### src/verilog/mhb_pkg.sv
// constants for the mac header field builder
// Operation
// - time-slot packets: version 0, ack policy 0, retry 0, reserved bits 0
// - time-slot packets carry frame type 3, a data frame
// - time-slot delivery id top bit set, low bits hold stream index
// - time-slot secure bit follows current device security state
// - sequence control word is always 0000 for both packet kinds
// - time-slot access information is C000, more-frames bit set
// - management packets: control frame, access 8000, broadcast dest, host src
// - management packets carry subtype 1110 in bits 12:9
// - management packets always have the secure bit set
package mhb_pkg;
  // --------------------------------------------------------------
  // sizes
  // --------------------------------------------------------------
  localparam int WORD_W = 16;
  localparam int HDR_WORDS = 5;
  localparam int FIFO_DEPTH = 4;
  localparam int STREAM_W = 3;
  // --------------------------------------------------------------
  // frame control field positions
  // --------------------------------------------------------------
  localparam int VER_LSB = 0;
  localparam int VER_MSB = 2;
  localparam int SEC_BIT = 3;
  localparam int ACK_LSB = 4;
  localparam int ACK_MSB = 5;
  localparam int FT_LSB = 6;
  localparam int FT_MSB = 8;
  localparam int ID_LSB = 9;
  localparam int ID_MSB = 12;
  localparam int RETRY_BIT = 13;
  localparam int RSVD_LSB = 14;
  localparam int RSVD_MSB = 15;
  // --------------------------------------------------------------
  // field values
  // --------------------------------------------------------------
  localparam logic [2:0] VERSION_VAL = 3'h0;
  localparam logic [1:0] ACK_POLICY_VAL = 2'h0;
  localparam logic [2:0] FT_DATA = 3'h3;
  localparam logic [2:0] FT_CONTROL = 3'h1;
  localparam logic DELIV_FLAG = 1'h1;
  localparam logic [3:0] SUBTYPE_APP = 4'he;
  localparam logic RETRY_VAL = 1'h0;
  localparam logic [1:0] RSVD_VAL = 2'h0;
  localparam logic [15:0] SEQ_CTRL_VAL = 16'h0000;
  localparam logic [15:0] ACC_DATA = 16'hc000;
  localparam logic [15:0] ACC_MMC = 16'h8000;
  // --------------------------------------------------------------
  // header word order on the output stream
  // --------------------------------------------------------------
  localparam logic [2:0] W_FC = 3'h0;
  localparam logic [2:0] W_DEST = 3'h1;
  localparam logic [2:0] W_SRC = 3'h2;
  localparam logic [2:0] W_SEQ = 3'h3;
  localparam logic [2:0] W_ACC = 3'h4;
  typedef enum logic [0:0] {ST_IDLE, ST_EMIT} mhb_state_e;
endpackage : mhb_pkg

### src/verilog/mhb_builder.sv
// mac header builder with its output fifo
`timescale 1ns/100ps
// ----------------------------------------------------------------
// fifo with registered output stage
// ----------------------------------------------------------------
module mhb_fifo #(
  parameter int WIDTH = 17,
  parameter int DEPTH = 4
) (
  input wire logic clk_i,
  input wire logic rst_n_i,
  input wire logic in_valid_i,
  output logic in_ready_o,
  input wire logic [WIDTH-1:0] in_data_i,
  output logic out_valid_o,
  input wire logic out_ready_i,
  output logic [WIDTH-1:0] out_data_o
);
  localparam int PW = (DEPTH > 1) ? $clog2(DEPTH) : 1;
  localparam int CW = $clog2(DEPTH + 1);
  logic [WIDTH-1:0] mem_q [DEPTH];
  logic [PW-1:0] wr_q, wr_d, rd_q, rd_d;
  logic [CW-1:0] cnt_q, cnt_d;
  logic ov_q, ov_d;
  logic [WIDTH-1:0] od_q, od_d;
  logic push, pop;

  // pointer step with wrap, shared by both pointers
  function automatic logic [PW-1:0] step(input logic [PW-1:0] p);
    step = (p == PW'(DEPTH - 1)) ? '0 : PW'(p + 1'b1);
  endfunction : step

  // output stage refills whenever it is empty or being taken
  always_comb begin
    push = in_valid_i && (cnt_q != CW'(DEPTH));
    pop = (cnt_q != '0) && (!ov_q || out_ready_i);
    wr_d = push ? step(wr_q) : wr_q;
    rd_d = pop ? step(rd_q) : rd_q;
    cnt_d = CW'(cnt_q + CW'(push) - CW'(pop));
    ov_d = pop ? 1'b1 : (out_ready_i ? 1'b0 : ov_q);
    od_d = pop ? mem_q[rd_q] : od_q;
  end

  always_ff @(posedge clk_i or negedge rst_n_i) begin
    if (!rst_n_i) begin
      wr_q <= '0;
      rd_q <= '0;
      cnt_q <= '0;
      ov_q <= 1'b0;
      od_q <= '0;
    end else begin
      wr_q <= wr_d;
      rd_q <= rd_d;
      cnt_q <= cnt_d;
      ov_q <= ov_d;
      od_q <= od_d;
    end
  end

  // storage has no reset; only written slots are ever read
  always_ff @(posedge clk_i) begin
    if (push) begin
      mem_q[wr_q] <= in_data_i;
    end
  end

  // ready is plain count compare so a stalled sink stalls the builder
  assign in_ready_o = (cnt_q != CW'(DEPTH));
  assign out_valid_o = ov_q;
  assign out_data_o = od_q;
endmodule : mhb_fifo

// ----------------------------------------------------------------
// header builder top
// ----------------------------------------------------------------
module mhb_builder (
  input wire logic REF_CLK_I,
  input wire logic RESET_N_I,
  input wire logic REQ_VALID_I,
  output logic REQ_READY_O,
  input wire logic REQ_MMC_I,
  input wire logic REQ_TO_HOST_I,
  input wire logic SECURE_STATE_I,
  input wire logic [2:0] STREAM_IDX_I,
  input wire logic [15:0] DEV_ADDR_I,
  input wire logic [15:0] HOST_ADDR_I,
  input wire logic [15:0] BCAST_ADDR_I,
  output logic HDR_VALID_O,
  input wire logic HDR_READY_I,
  output logic [15:0] HDR_DATA_O,
  output logic HDR_LAST_O
);
  localparam int FW = mhb_pkg::WORD_W + 1;
  mhb_pkg::mhb_state_e st_q, st_d;
  logic [2:0] idx_q, idx_d;
  logic rdy_q, rdy_d;
  logic mmc_q, mmc_d, toh_q, toh_d, sec_q, sec_d;
  logic [2:0] strm_q, strm_d;
  logic [15:0] dev_q, dev_d, host_q, host_d, bc_q, bc_d;
  logic f_ready, f_valid, push;
  logic [15:0] word;
  logic [FW-1:0] f_out;

  // one header word by index; fixed fields come from constants, except the management secure bit, a literal 1
  function automatic logic [15:0] hdr_word(input logic [2:0] i, input logic mmc,
                                           input logic toh, input logic sec,
                                           input logic [2:0] strm, input logic [15:0] dev,
                                           input logic [15:0] host, input logic [15:0] bc);
    logic [15:0] fc;
    fc = '0;
    fc[mhb_pkg::VER_MSB:mhb_pkg::VER_LSB] = mhb_pkg::VERSION_VAL;
    fc[mhb_pkg::ACK_MSB:mhb_pkg::ACK_LSB] = mhb_pkg::ACK_POLICY_VAL;
    fc[mhb_pkg::RETRY_BIT] = mhb_pkg::RETRY_VAL;
    fc[mhb_pkg::RSVD_MSB:mhb_pkg::RSVD_LSB] = mhb_pkg::RSVD_VAL;
    if (mmc) begin
      fc[mhb_pkg::FT_MSB:mhb_pkg::FT_LSB] = mhb_pkg::FT_CONTROL;
      fc[mhb_pkg::ID_MSB:mhb_pkg::ID_LSB] = mhb_pkg::SUBTYPE_APP;
      fc[mhb_pkg::SEC_BIT] = 1'b1;
    end else begin
      fc[mhb_pkg::FT_MSB:mhb_pkg::FT_LSB] = mhb_pkg::FT_DATA;
      fc[mhb_pkg::ID_MSB:mhb_pkg::ID_LSB] = {mhb_pkg::DELIV_FLAG, strm};
      fc[mhb_pkg::SEC_BIT] = sec;
    end
    if (i == mhb_pkg::W_FC) begin
      hdr_word = fc;
    end else if (i == mhb_pkg::W_DEST) begin
      hdr_word = mmc ? bc : (toh ? host : dev);
    end else if (i == mhb_pkg::W_SRC) begin
      hdr_word = (mmc || !toh) ? host : dev;
    end else if (i == mhb_pkg::W_SEQ) begin
      hdr_word = mhb_pkg::SEQ_CTRL_VAL;
    end else begin
      hdr_word = mmc ? mhb_pkg::ACC_MMC : mhb_pkg::ACC_DATA;
    end
  endfunction : hdr_word

  // request capture and word sequencing; fields are frozen per header
  always_comb begin
    st_d = st_q;
    idx_d = idx_q;
    {mmc_d, toh_d, sec_d, strm_d} = {mmc_q, toh_q, sec_q, strm_q};
    {dev_d, host_d, bc_d} = {dev_q, host_q, bc_q};
    word = hdr_word(idx_q, mmc_q, toh_q, sec_q, strm_q, dev_q, host_q, bc_q);
    push = (st_q == mhb_pkg::ST_EMIT) && f_ready;
    case (st_q)
      mhb_pkg::ST_IDLE: begin
        if (REQ_VALID_I && rdy_q) begin
          st_d = mhb_pkg::ST_EMIT;
          idx_d = mhb_pkg::W_FC;
          {mmc_d, toh_d, sec_d, strm_d} = {REQ_MMC_I, REQ_TO_HOST_I, SECURE_STATE_I,
                                           STREAM_IDX_I};
          {dev_d, host_d, bc_d} = {DEV_ADDR_I, HOST_ADDR_I, BCAST_ADDR_I};
        end
      end
      default: begin
        if (push) begin
          if (idx_q == mhb_pkg::W_ACC) begin
            st_d = mhb_pkg::ST_IDLE;
          end else begin
            idx_d = 3'(idx_q + 3'h1);
          end
        end
      end
    endcase
    rdy_d = (st_d == mhb_pkg::ST_IDLE);
  end

  always_ff @(posedge REF_CLK_I or negedge RESET_N_I) begin
    if (!RESET_N_I) begin
      st_q <= mhb_pkg::ST_IDLE;
      idx_q <= 3'h0;
      rdy_q <= 1'b0;
      {mmc_q, toh_q, sec_q, strm_q} <= '0;
      {dev_q, host_q, bc_q} <= '0;
    end else begin
      st_q <= st_d;
      idx_q <= idx_d;
      rdy_q <= rdy_d;
      {mmc_q, toh_q, sec_q, strm_q} <= {mmc_d, toh_d, sec_d, strm_d};
      {dev_q, host_q, bc_q} <= {dev_d, host_d, bc_d};
    end
  end

  // four words of buffering plus the output stage hold a full header
  mhb_fifo #(.WIDTH(FW), .DEPTH(mhb_pkg::FIFO_DEPTH)) u_fifo (
    .clk_i(REF_CLK_I),
    .rst_n_i(RESET_N_I),
    .in_valid_i(push),
    .in_ready_o(f_ready),
    .in_data_i({idx_q == mhb_pkg::W_ACC, word}),
    .out_valid_o(f_valid),
    .out_ready_i(HDR_READY_I),
    .out_data_o(f_out)
  );

  assign REQ_READY_O = rdy_q;
  assign HDR_VALID_O = f_valid;
  assign HDR_DATA_O = f_out[15:0];
  assign HDR_LAST_O = f_out[16];

  // --------------------------------------------------------------
  // checks on header words entering and leaving the buffer and on request ready
  // --------------------------------------------------------------
  logic push_fc, push_data_fc, push_mmc_fc;
  assign push_fc = push && (idx_q == mhb_pkg::W_FC);
  assign push_data_fc = push_fc && !mmc_q;
  assign push_mmc_fc = push_fc && mmc_q;

  a_fixed_fc_bits: assert property (@(posedge REF_CLK_I) disable iff (!RESET_N_I)
    push_fc |-> (word[2:0] == 3'h0 && word[5:4] == 2'h0 && word[15:13] == 3'h0))
    else $error("fixed frame control bits wrong");
  a_data_type: assert property (@(posedge REF_CLK_I) disable iff (!RESET_N_I)
    push_data_fc |-> word[8:6] == 3'h3) else $error("data frame type wrong");
  a_deliv_id: assert property (@(posedge REF_CLK_I) disable iff (!RESET_N_I)
    push_data_fc |-> word[12:9] == {1'b1, strm_q}) else $error("delivery id wrong");
  // state is frozen at take, so the word must carry the level seen on that edge
  a_secure_state: assert property (@(posedge REF_CLK_I) disable iff (!RESET_N_I)
    ((REQ_VALID_I && REQ_READY_O && !REQ_MMC_I) |=> sec_q == $past(SECURE_STATE_I))
    and (push_data_fc |-> word[3] == sec_q))
    else $error("secure bit does not follow state");
  a_seq_zero: assert property (@(posedge REF_CLK_I) disable iff (!RESET_N_I)
    push && idx_q == 3'h3 |-> word == 16'h0000) else $error("sequence control not zero");
  a_access_data: assert property (@(posedge REF_CLK_I) disable iff (!RESET_N_I)
    push && idx_q == 3'h4 && !mmc_q |-> word == 16'hc000)
    else $error("data access info wrong");
  // the word flagged last on the output must be an access information word
  a_last_word: assert property (@(posedge REF_CLK_I) disable iff (!RESET_N_I)
    HDR_VALID_O && HDR_LAST_O |-> (HDR_DATA_O == 16'hc000 || HDR_DATA_O == 16'h8000))
    else $error("last flag on a non access word");
  a_addr_swap: assert property (@(posedge REF_CLK_I) disable iff (!RESET_N_I)
    push && idx_q == 3'h1 && !mmc_q |-> word == (toh_q ? host_q : dev_q))
    else $error("data destination wrong");
  a_mmc_fields: assert property (@(posedge REF_CLK_I) disable iff (!RESET_N_I)
    push && mmc_q |-> (idx_q != 3'h1 || word == bc_q) && (idx_q != 3'h2 || word == host_q)
    && (idx_q != 3'h4 || word == 16'h8000) && (idx_q != 3'h0 || word[8:6] == 3'h1))
    else $error("management header field wrong");
  a_mmc_subtype: assert property (@(posedge REF_CLK_I) disable iff (!RESET_N_I)
    push_mmc_fc |-> word[12:9] == 4'he) else $error("management subtype wrong");
  a_mmc_secure: assert property (@(posedge REF_CLK_I) disable iff (!RESET_N_I)
    push_mmc_fc |-> word[3]) else $error("management secure bit clear");
  // ready returns the edge after the fifth push whenever the buffer had room
  a_header_len: assert property (@(posedge REF_CLK_I) disable iff (!RESET_N_I)
    (REQ_VALID_I && REQ_READY_O) ##1 f_ready [*5] |=> REQ_READY_O)
    else $error("header not emitted in five cycles");
  // five words always take at least five edges, stalled sink or not
  a_ready_hold: assert property (@(posedge REF_CLK_I) disable iff (!RESET_N_I)
    (REQ_VALID_I && REQ_READY_O) |=> !REQ_READY_O [*5])
    else $error("request ready returned too early");

  c_data_hdr: cover property (@(posedge REF_CLK_I) disable iff (!RESET_N_I)
    push_data_fc ##[1:8] (push && idx_q == 3'h4));
  c_mmc_hdr: cover property (@(posedge REF_CLK_I) disable iff (!RESET_N_I)
    push_mmc_fc ##[1:8] (push && idx_q == 3'h4));
  c_stall_full: cover property (@(posedge REF_CLK_I) disable iff (!RESET_N_I)
    (HDR_VALID_O && !HDR_READY_I && !f_ready));
endmodule : mhb_builder

### config.mk
export PLATFORM = sky130hd
export DESIGN_NAME = mhb_builder
export DESIGN_NICKNAME = d
export VERILOG_FILES = /design/src/verilog/mhb_pkg.sv /design/src/verilog/mhb_builder.sv
export SDC_FILE = /design/constraint.sdc
export NUM_CORES = 1
export LEC_CHECK = 0
export ABC_AREA = 1
export BUFFER_PORTS_ARGS = -buffer_cell sky130_fd_sc_hd__buf_2
export CORE_MARGIN = 2
export CORE_UTILIZATION = 55
export CTS_CLUSTER_SIZE = 20
export DETAILED_ROUTE_END_ITERATION = 12
export HOLD_SLACK_MARGIN = 0.05
export PLACE_DENSITY = 0.77
export SYNTH_ARGS = -nofsm -noshare
export SYNTH_HDL_FRONTEND = slang
export SYNTH_SLANG_ARGS = --single-unit
### constraint.sdc
create_clock -name REF_CLK_I -period 6.1 [get_ports REF_CLK_I]
set_input_delay 0.305 -clock REF_CLK_I [delete_from_list [all_inputs] [get_ports REF_CLK_I]]
set_output_delay 0.305 -clock REF_CLK_I [all_outputs]
set_load 0.005 [all_outputs]
# ---- Yosys cells after proc, flatten, opt, wreduce, memory -nomap -nowiden
# Memory sizes are Yosys's and may differ from the RTL's. A register that Yosys moved wholly into a read port is not among the register bits.
# Cells that the tools add are included.
dict set report word_totals {
  regBits 67
  mem_bits_rw 68
  input_bits 58
  out_inout_bits 19
  word_cells 70
  mem_count 1
}
dict set report classes {
  n_addsub 5
  n_eq_ne 9
  muxes 24
  bitwise_logic 2
  n_reduce_logical 15
}
# name words word_bits rd rd_ports_with_merged_regs write_ports line_no
set mem_list {}
lappend mem_list {u_fifo.mem_q 4 17 1 1 1 mhb_builder.sv:21} ;# logic [WIDTH-1:0] mem_q [DEPTH];
# op count
set op_table {}
lappend op_table {{2-to-1 mux 16 bit} 7}
lappend op_table {{2-to-1 mux 15 bit} 1}
lappend op_table {{2-to-1 mux 3 bit} 4}
lappend op_table {{2-to-1 mux 1 bit} 9}
lappend op_table {{equality test 3 x 2 -> 1 bit (second input constant)} 2}
lappend op_table {{2-to-1 mux 6 bit} 1}
lappend op_table {{adder 2 x 1 -> 2 bit (second input constant)} 2}
lappend op_table {{equality test 2 bit (second input constant)} 2}
lappend op_table {{logical AND 1 bit} 4}
lappend op_table {{2-to-1 mux 2 bit} 2}
lappend op_table {{nonzero test 2 bit} 2}
lappend op_table {{adder 3 x 1 -> 3 bit} 1}
lappend op_table {{adder 3 x 1 -> 3 bit (second input constant)} 1}
lappend op_table {{equality test 3 x 1 -> 1 bit (second input constant)} 1}
lappend op_table {{equality test 3 bit (second input constant)} 1}
lappend op_table {{logical NOT 1 bit} 3}
lappend op_table {{logical NOT 3 bit} 1}
lappend op_table {{inequality test 3 bit (second input constant)} 1}
lappend op_table {{AND reduction 3 bit} 1}
lappend op_table {{nonzero test 3 bit} 1}
lappend op_table {{subtractor 3 x 1 -> 3 bit} 1}
lappend op_table {{logical OR 1 bit} 2}
lappend op_table {{inequality test 2 x 1 -> 1 bit (second input constant)} 1}
lappend op_table {{inequality test 2 bit (second input constant)} 1}
lappend op_table {{2 further kinds} 3}

# ---- Longest topological paths before layout
# Gate-level depths: netlist of the first run.
dict set report depth {
  word_depth 6
  depth_mapped 10
  ltp_nobuf 9
}

# ---- By module
# From an unflattened synthesis of the first run, not the netlist that was laid out.
dict set report unflattened {
  cells_unflattened 855
  area_unflattened_um2 7313.3
}
# mod n_inst cells_per_inst area_per_inst_um2 seq_area_each_um2
set by_module_without_submodules {}
lappend by_module_without_submodules {mhb_fifo 1 393 4057.6 2667.6}
lappend by_module_without_submodules {mhb_builder 1 462 3255.6 1476.4}

# ---- Least setup slack after synthesis of the first run
# OpenSTA, ideal clock, no wires.
dict set report synth_path {
  path_kind {reg-to-reg}
  from {reg u_fifo.cnt_q[2]}
  to {reg u_fifo.cnt_q[2]}
  setup_ns 0.129
  arrival_ns 1.914
  required_time_ns 5.971
  path_slack_ns 4.057
  path_stages_with_launch 11
  path_buffers 1
  period_less_slack_ns 2.043
  cell_sequence {dfrtp_1 > nor2_1 > nand2_1 > nand2_2 > inv_2 > buf_2 > ha_1 > inv_1 > ha_1 > fa_1 > xor2_1}
}
dict set report synth_via {
  elab_chain_cells 5
  elab_cells_between_ends 7
  classes_between {2 x add/sub; 1 x eq/ne; 4 x reduce/logical}
}
# item line_no
set synth_rtl {}
lappend synth_rtl {{start: declaration} mhb_builder.sv:23} ;# logic [CW-1:0] cnt_q, cnt_d;
lappend synth_rtl {{start signal: assignment} mhb_builder.sv:54} ;# cnt_q <= cnt_d;
lappend synth_rtl {{inequality test 3 bit} {mhb_builder.sv:35, mhb_builder.sv:68}}
lappend synth_rtl {{logical AND 1 bit} mhb_builder.sv:144} ;# push = (st_q == mhb_pkg::ST_EMIT) && f_ready;
lappend synth_rtl {{logical AND 1 bit} mhb_builder.sv:35} ;# push = in_valid_i && (cnt_q != CW'(DEPTH));
lappend synth_rtl {{adder 3 x 1 -> 3 bit} mhb_builder.sv:39} ;# cnt_d = CW'(cnt_q + CW'(push) - CW'(pop));
lappend synth_rtl {{subtractor 3 x 1 -> 3 bit *} mhb_builder.sv:39}
lappend synth_rtl {{net u_fifo.cnt_d[2]} mhb_builder.sv:23}
# Mark *: on every way through the listed nets, which the timed path passes. The rest lies on a longest branch.
# A chain may end at the register's enable or synchronous reset.

# ---- Worst setup path in the final report of the first run
# Ends and elaborated chain as after synthesis.

==> run_results.csv, run 1 <==
group,metric,value,unit
floorplanning,die_x,117,um
synth,yosys_warnings,0,
power_and_ir_drop,cellPowerDensity,572,nW/um^2
cts,postCtsResizedCells,0,
worst_setup_path,r2r_slack,3.79,ns
sta,hold_ws,0.0196,ns
layout,synthToLayoutAreaGrowth,13.2,%
layout,stdcell_area,8010,sq um
worst_setup_path,cpLargestDelayFamily,"adder cells",
layout,multiInputGateArea,2470,sq um
worst_hold_path,hp-class,"in -> async",
synth,synth_seq_cells,152,
placement,hpwlAfterDp,9160,um
sta,slew_violations,0,
placement,globalplace.congestion,0.835,
synth,yosysSeqAreaShare,0.585,
worst_setup_path,crit_chain,"nor2_1 -> nand2_1 -> nand2_2 -> inv_2 -> ha_1 -> inv_1 -> ha_1 -> fa_1 -> xor2_1",
synth,netlist_instances,785,
sta,fin_crit,2.31,ns
synth,synth_area_leaders,"dfrtp_1, edfxtp_1, nand2_1",
routing,routed_via_density,5.17,
global_routing,grt_first_pass_wirelength,24700,um
synth,yosysTopAreaCellShare,0.297,
cts,cts_setup_buffers,0,
cts,clk_latency,0.42,ns
worst_setup_path,worst_ep_arrival_time,2.60,ns
worst_setup_path,cp-start-kind,"register",
floorplanning,start_util,0.561,
layout,ff_latch_area,4140,sq um
worst_setup_path,crit_top_cell,"ha_1",
layout,drive_above_1_share,0.170,
cts,cts-root-buf,"clkbuf_16",
floorplanning,coreArea,12600,sq um
power_and_ir_drop,p_switching,1.80,mW
synth,synth-edff-count,68,
global_routing,grt_overflow,0,
layout,n_antenna_cell,0,
sta,final.setup.tns,0,ns
sta,fin_crit_sh,0.378,
placement,place_inst,997,
floorplanning,die_h,117,um
global_routing,antenna_found_initial,0,
synth,synth_top_area_cell,"dfrtp_1",
global_routing,grt_pass1_vias,5190,
floorplanning,io_pins,77,
worst_setup_path,slowest_stage,"dfrtp_1",
routing,drtAntennaViolNets,0,
global_routing,grt_max_degree,85,
cts,cts_made_buffers,17,
sta,rsz0062_at_grt,"no",
synth,synth_flop_cell,"dfrtp_1",
routing,dr.pass1.iters,5,
worst_setup_path,critPathMaxFanout,22,
cts,path_clk_slew,0.06,ns
layout,fin_nets,915,
routing,remaining_drc_errors,0,
power_and_ir_drop,seqPwrFrac,0.418,
routing,drt_iter0_markers,435,
floorplanning,die-area,13800,sq um
cts,tritoncts,"built",
power_and_ir_drop,p_int,2.78,mW
synth,synth.avg_cell_area,9.02,sq um
routing,vias,5325,
layout,mostFrequentLayoutCells,"nand2_1, nor2_1, dfrtp_1",
floorplanning,rows,41,
power_and_ir_drop,combPwrFrac,0.364,
run,maxCapViolations,0,
layout,n_fill_cell,1064,
power_and_ir_drop,clkPwrFrac,0.218,
cts,h-tree-depth,4,
sta,finalSetupViolations,0,
cts,holdBufCountCts,0,
worst_setup_path,crit_required,6.39,ns
placement,placed_area,7450,sq um
worst_setup_path,crit_buf_inv,2,
sta,fin_skew,0.00770,ns
synth,synthArstFlopShare,0.553,
placement,io_buffers,76,
power_and_ir_drop,p_sw_frac,0.393,
power_and_ir_drop,leakage,3.81,nW
cts,clk_path_buf_depth,2,
worst_setup_path,max_stage_delay,0.42,ns
worst_setup_path,path_class,"reg -> reg",
layout,final_common_cell,"nand2_1",
global_routing,grtUsageTotal,0.227,
synth,yosysUniqueCellTypes,30,
routing,routedWlPerCell,14.4,um
routing,wirelength,14800,um
sta,fmax,434,MHz
sta,tightest_slew,1.05,ns
layout,stdcell_count,1029,
synth,synth_area,7080,sq um
worst_setup_path,worst_setup_path_end_kind,"register",
cts,cts_num_sinks,152,
status,outcome,"complete, no violations",
synth,syn-num-nets,856,
sta,hold_viol,0,
power_and_ir_drop,ir_worst_vdd,0.254,mV
sta,maxSlewHeadroom,0.300,
[synthesized netlist by cell type, types with 2 or more instances]
library cell,number
nand2_1,226
nor2_1,128
dfrtp_1,84
edfxtp_1,68
nand3_1,61
inv_1,50
o21ai_0,39
a21oi_1,22
a21oi_2,16
buf_4,13
ha_1,12
buf_2,11
o21ai_1,8
buf_6,6
inv_2,6
nor2_2,6
nand3b_1,5
clkbuf_1,4
nand2_2,4
clkbuf_2,3
nand4_1,3
o211ai_1,2
[metal layers]
metal	track usage	wire length, um	up-vias
li1	-	-	2649
met1	0.295	6520	2459
met2	0.365	7050	189
met3	0.0489	925	28
met4	0.114	342	0
met5	0	0	-
[state kept, by name, summed over array words and instances (netlist names), 2 cells and up]
register / cells
u_fifo.rd_q: 2
u_fifo.out_data_o: 17
u_fifo.wr_q: 2
strm_q: 3
u_fifo.cnt_q: 3
idx_q: 3
dev_q: 16
host_q: 16
bc_q: 16
u_fifo.mem_q: 68
[cell families after synthesis]
logic type	after synthesis	share of synthesized area
and+or+nand+nor	435	0.251
DFF	152	0.585
buffers and inverters	96	0.0670
AOI/OAI and AO/OA	87	0.0707
adders and majority gates	13	0.0240
xor gates and xnor gates	2	0.00247
[power groups by stage]
| stage | Combinational (mW) | Sequential [mW] | Clock [mW] |
|---|---|---|---|
| floorplan | 1.30 | 1.83 | 0 |
| global placement | 1.60 | 1.92 | 0 |
| detailed placement | 1.64 | 1.93 | 0 |
| CTS | 1.67 | 1.92 | 1.01 |
| global route | 1.92 | 1.97 | 1.06 |
| finish | 1.67 | 1.92 | 0.998 |
[path summary, 6_finish.rpt]
kind	cells after the start	endpoint	start
max	9	u_fifo.cnt_q[2]$_DFF_PN0_	u_fifo.cnt_q[2]$_DFF_PN0_
min	1	u_fifo.out_data_o[6]$_DFFE_PN0P_	RESET_N_I
max reg2reg	9	u_fifo.cnt_q[2]$_DFF_PN0_	u_fifo.cnt_q[2]$_DFF_PN0_
min reg2reg	2	sec_q$_DFFE_PN0P_	sec_q$_DFFE_PN0P_
max in group asynchronous	1	dev_q[13]$_DFFE_PN0P_	RESET_N_I
min in group REF_CLK_I	3	bc_q[6]$_DFFE_PN0P_	BCAST_ADDR_I[6]
[per-stage QoR]
stage	power (mW)	utilization	worst slack, ns
floorplan	3.13	-	4.06
global placement	3.52	0.590	3.85
detailed placement	3.57	0.590	3.81
CTS	4.59	0.635	3.78
global route	4.94	0.635	3.63
finish	4.58	0.635	3.79
[worst register-to-register path, cell delays in order (launching register included)]
cell and delay [ns]:
dfrtp_1 0.42, nor2_1 0.11, nand2_1 0.07, nand2_2 0.25, inv_2 0.22, ha_1 0.33, inv_1 0.04, ha_1 0.19
fa_1 0.37, xor2_1 0.17
[area by class of cell]
cell class	count	share of cell area
timing repair buffer	78	0.0496
tap	172	0.0269
multi-input combinational	537	0.309
clock inverter	14	0.0167
inverter	58	0.0275
clock buffer	18	0.0536
sequential	152	0.517
No activity file was read; power rests on OpenSTA's default activity.
==> run 2, diff against run 1 <==
--- a/config.mk
+++ b/config.mk
@@ -8,11 +8,11 @@
 export ABC_AREA = 1
 export BUFFER_PORTS_ARGS = -buffer_cell sky130_fd_sc_hd__buf_2
 export CORE_MARGIN = 2
-export CORE_UTILIZATION = 55
+export CORE_UTILIZATION = 53
 export CTS_CLUSTER_SIZE = 20
 export DETAILED_ROUTE_END_ITERATION = 12
 export HOLD_SLACK_MARGIN = 0.05
-export PLACE_DENSITY = 0.77
+export PLACE_DENSITY = 0.78
 export SYNTH_ARGS = -nofsm -noshare
 export SYNTH_HDL_FRONTEND = slang
 export SYNTH_SLANG_ARGS = --single-unit
==> constraint.sdc (replaced) <==
create_clock -name REF_CLK_I -period 2 [get_ports REF_CLK_I]
set_input_delay 0.1 -clock REF_CLK_I [delete_from_list [all_inputs] [get_ports REF_CLK_I]]
set_output_delay 0.1 -clock REF_CLK_I [all_outputs]
set_load 0.005 [all_outputs]
==> run 2 against run 1 <==
Global-route usage up 1.3 points. Die area up 3.7%. Via count up 6.0%. Cell area up 10%.
==> run_results.csv, run 2 (synthesized netlist as in run 1, its figures left out) <==
group,metric,value,unit
sta,final.setup.tns,0,ns
sta,maxSlewHeadroom,0.660,
status,outcome,"complete, no violations",
floorplanning,die_x,120,um
routing,drt_iter0_markers,428,
layout,mostFrequentLayoutCells,"nand2_1, nor2_1, dfrtp_1",
layout,n_antenna_cell,0,
sta,fin_crit_sh,0.914,
worst_setup_path,worst_setup_path_end_kind,"register",
worst_hold_path,hp-start,"REQ_VALID_I",
sta,fmax,547,MHz
worst_setup_path,critPathMaxFanout,3,
sta,fin_skew,0.00890,ns
cts,cts-root-buf,"clkbuf_16",
routing,vias,5642,
global_routing,grt_first_pass_wirelength,26600,um
global_routing,grt_pass1_vias,5639,
floorplanning,die-area,14300,sq um
floorplanning,rows,42,
sta,hold_viol,0,
routing,routed_via_density,5.08,
routing,dr.pass1.iters,5,
floorplanning,die_h,120,um
sta,fin_crit,1.83,ns
global_routing,grt_max_degree,55,
sta,slew_violations,0,
layout,synthToLayoutAreaGrowth,24.8,%
worst_hold_path,hp-class,"in -> reg",
cts,cts_made_buffers,17,
placement,globalplace.congestion,0.816,
worst_setup_path,worst_ep_arrival_time,2.12,ns
routing,drtAntennaViolNets,0,
run,maxCapViolations,0,
placement,place_inst,1023,
layout,fin_nets,993,
global_routing,grt_overflow,0,
power_and_ir_drop,leakage,4.21,nW
placement,io_buffers,76,
cts,clk_path_buf_depth,2,
floorplanning,coreArea,13100,sq um
sta,rsz0062_at_grt,"no",
layout,drive_above_1_share,0.181,
routing,wirelength,16200,um
worst_setup_path,path_class,"reg -> reg",
sta,tightest_slew,0.510,ns
routing,remaining_drc_errors,0,
routing,routedWlPerCell,14.6,um
floorplanning,io_pins,77,
worst_setup_path,cp-start-kind,"register",
sta,finalSetupViolations,0,
layout,final_common_cell,"nand2_1",
floorplanning,start_util,0.539,
cts,h-tree-depth,4,
placement,hpwlAfterDp,9980,um
global_routing,antenna_found_initial,0,
global_routing,grtUsageTotal,0.240,
cts,clk_latency,0.42,ns
worst_setup_path,crit_required,2.30,ns
layout,regMostFlops,"u_fifo.mem_q",
power_and_ir_drop,cellPowerDensity,1650,nW/um^2
worst_setup_path,r2r-start,"u_fifo.cnt_q[1]$_DFF_PN0_",
layout,stdcell_count,1111,
layout,largest_reg_flops,68,
power_and_ir_drop,ir_worst_vdd,0.788,mV
cts,tritoncts,"built",
cts,path_clk_slew,0.06,ns
cts,cts_num_sinks,152,
worst_setup_path,startpoint,"u_fifo.cnt_q[1]$_DFF_PN0_",
## run 2: cell types whose count changed in the layout (fill, tap and decap cells not counted), sizes merged
cell,before,now
clkinv,8,4
inv,57,66
clkinvlp,5,0
buf,78,100
dlygate4sd3,0,56
## run 2: path summary, 6_finish.rpt
kind / endpoint / slack [ns] / cells after the start
worst max-delay path: u_fifo.cnt_q[2]$_DFF_PN0_ / 0.17 / 9
worst min-delay path: REQ_READY_O$_DFF_PN0_ / 0.10 / 4
worst max register to register: u_fifo.cnt_q[2]$_DFF_PN0_ / 0.17 / 9
worst min register to register: u_fifo.out_data_o[2]$_DFFE_PN0P_ / 0.47 / 2
max in group asynchronous: host_q[5]$_DFFE_PN0P_ / 1.20 / 3
min in group asynchronous: u_fifo.out_data_o[6]$_DFFE_PN0P_ / 0.16 / 2
## run 2: cell type report
type / instances / area, sq um
Clock buffer: 18 / 439
Inverter: 58 / 220
Tap cell: 176 / 220
Clock inverter: 14 / 178
Fill cell: 994 / 4300
Sequential cell: 152 / 4140
Multi-Input combinational cell: 537 / 2470
Timing Repair Buffer: 156 / 1160
## run 2: repair_timing
item,CTS,global route
hold endpoints to repair,139,0
resized for setup,0,1
hold buffers,56,0
setup buffers,0,0
setup endpoints to repair,0,1
## run 2: power breakdown
| part | total, mW | switching [mW] | internal (mW) |
|---|---|---|---|
| Combinational | 5.55 | 3.62 | 1.93 |
| Clock | 3.28 | 1.35 | 1.93 |
| Sequential | 5.77 | 0.697 | 5.07 |
| Total | 14.6 | 5.66 | 8.93 |
## run 2: per-layer routing
| metal | track usage | wire length (um) | vias to the layer above |
|---|---|---|---|
| met5 | 0 | 0 | - |
| met4 | 0.0868 | 225 | 0 |
| met3 | 0.0570 | 1100 | 21 |
| met2 | 0.412 | 8180 | 196 |
| met1 | 0.297 | 6680 | 2626 |
| li1 | - | - | 2799 |
## run 2: worst max-delay path, stage by stage, from the launching register on
cell and delay [ns]:
dfrtp_1 0.40, nor2_1 0.11, nand2_1 0.06, nand2_2 0.08, inv_2 0.04, ha_1 0.27
inv_1 0.04, ha_1 0.21, fa_2 0.34, xor2_1 0.17
## run 2: per-stage QoR
stage                     hold WS [ns]   util  power, mW  setup WS, ns  area, sq um
after global placement          0.0606  0.583       11.0         0.215         7660
after CTS                       0.0883  0.672       14.6         0.129         8830
final                            0.102  0.673       14.6         0.172         8840
after detailed placement        0.0700  0.583       11.2         0.131         7660
after floorplan                 -0.196      -       9.57        0.0103         7090
after global routing             0.127  0.673       15.7        0.0510         8840
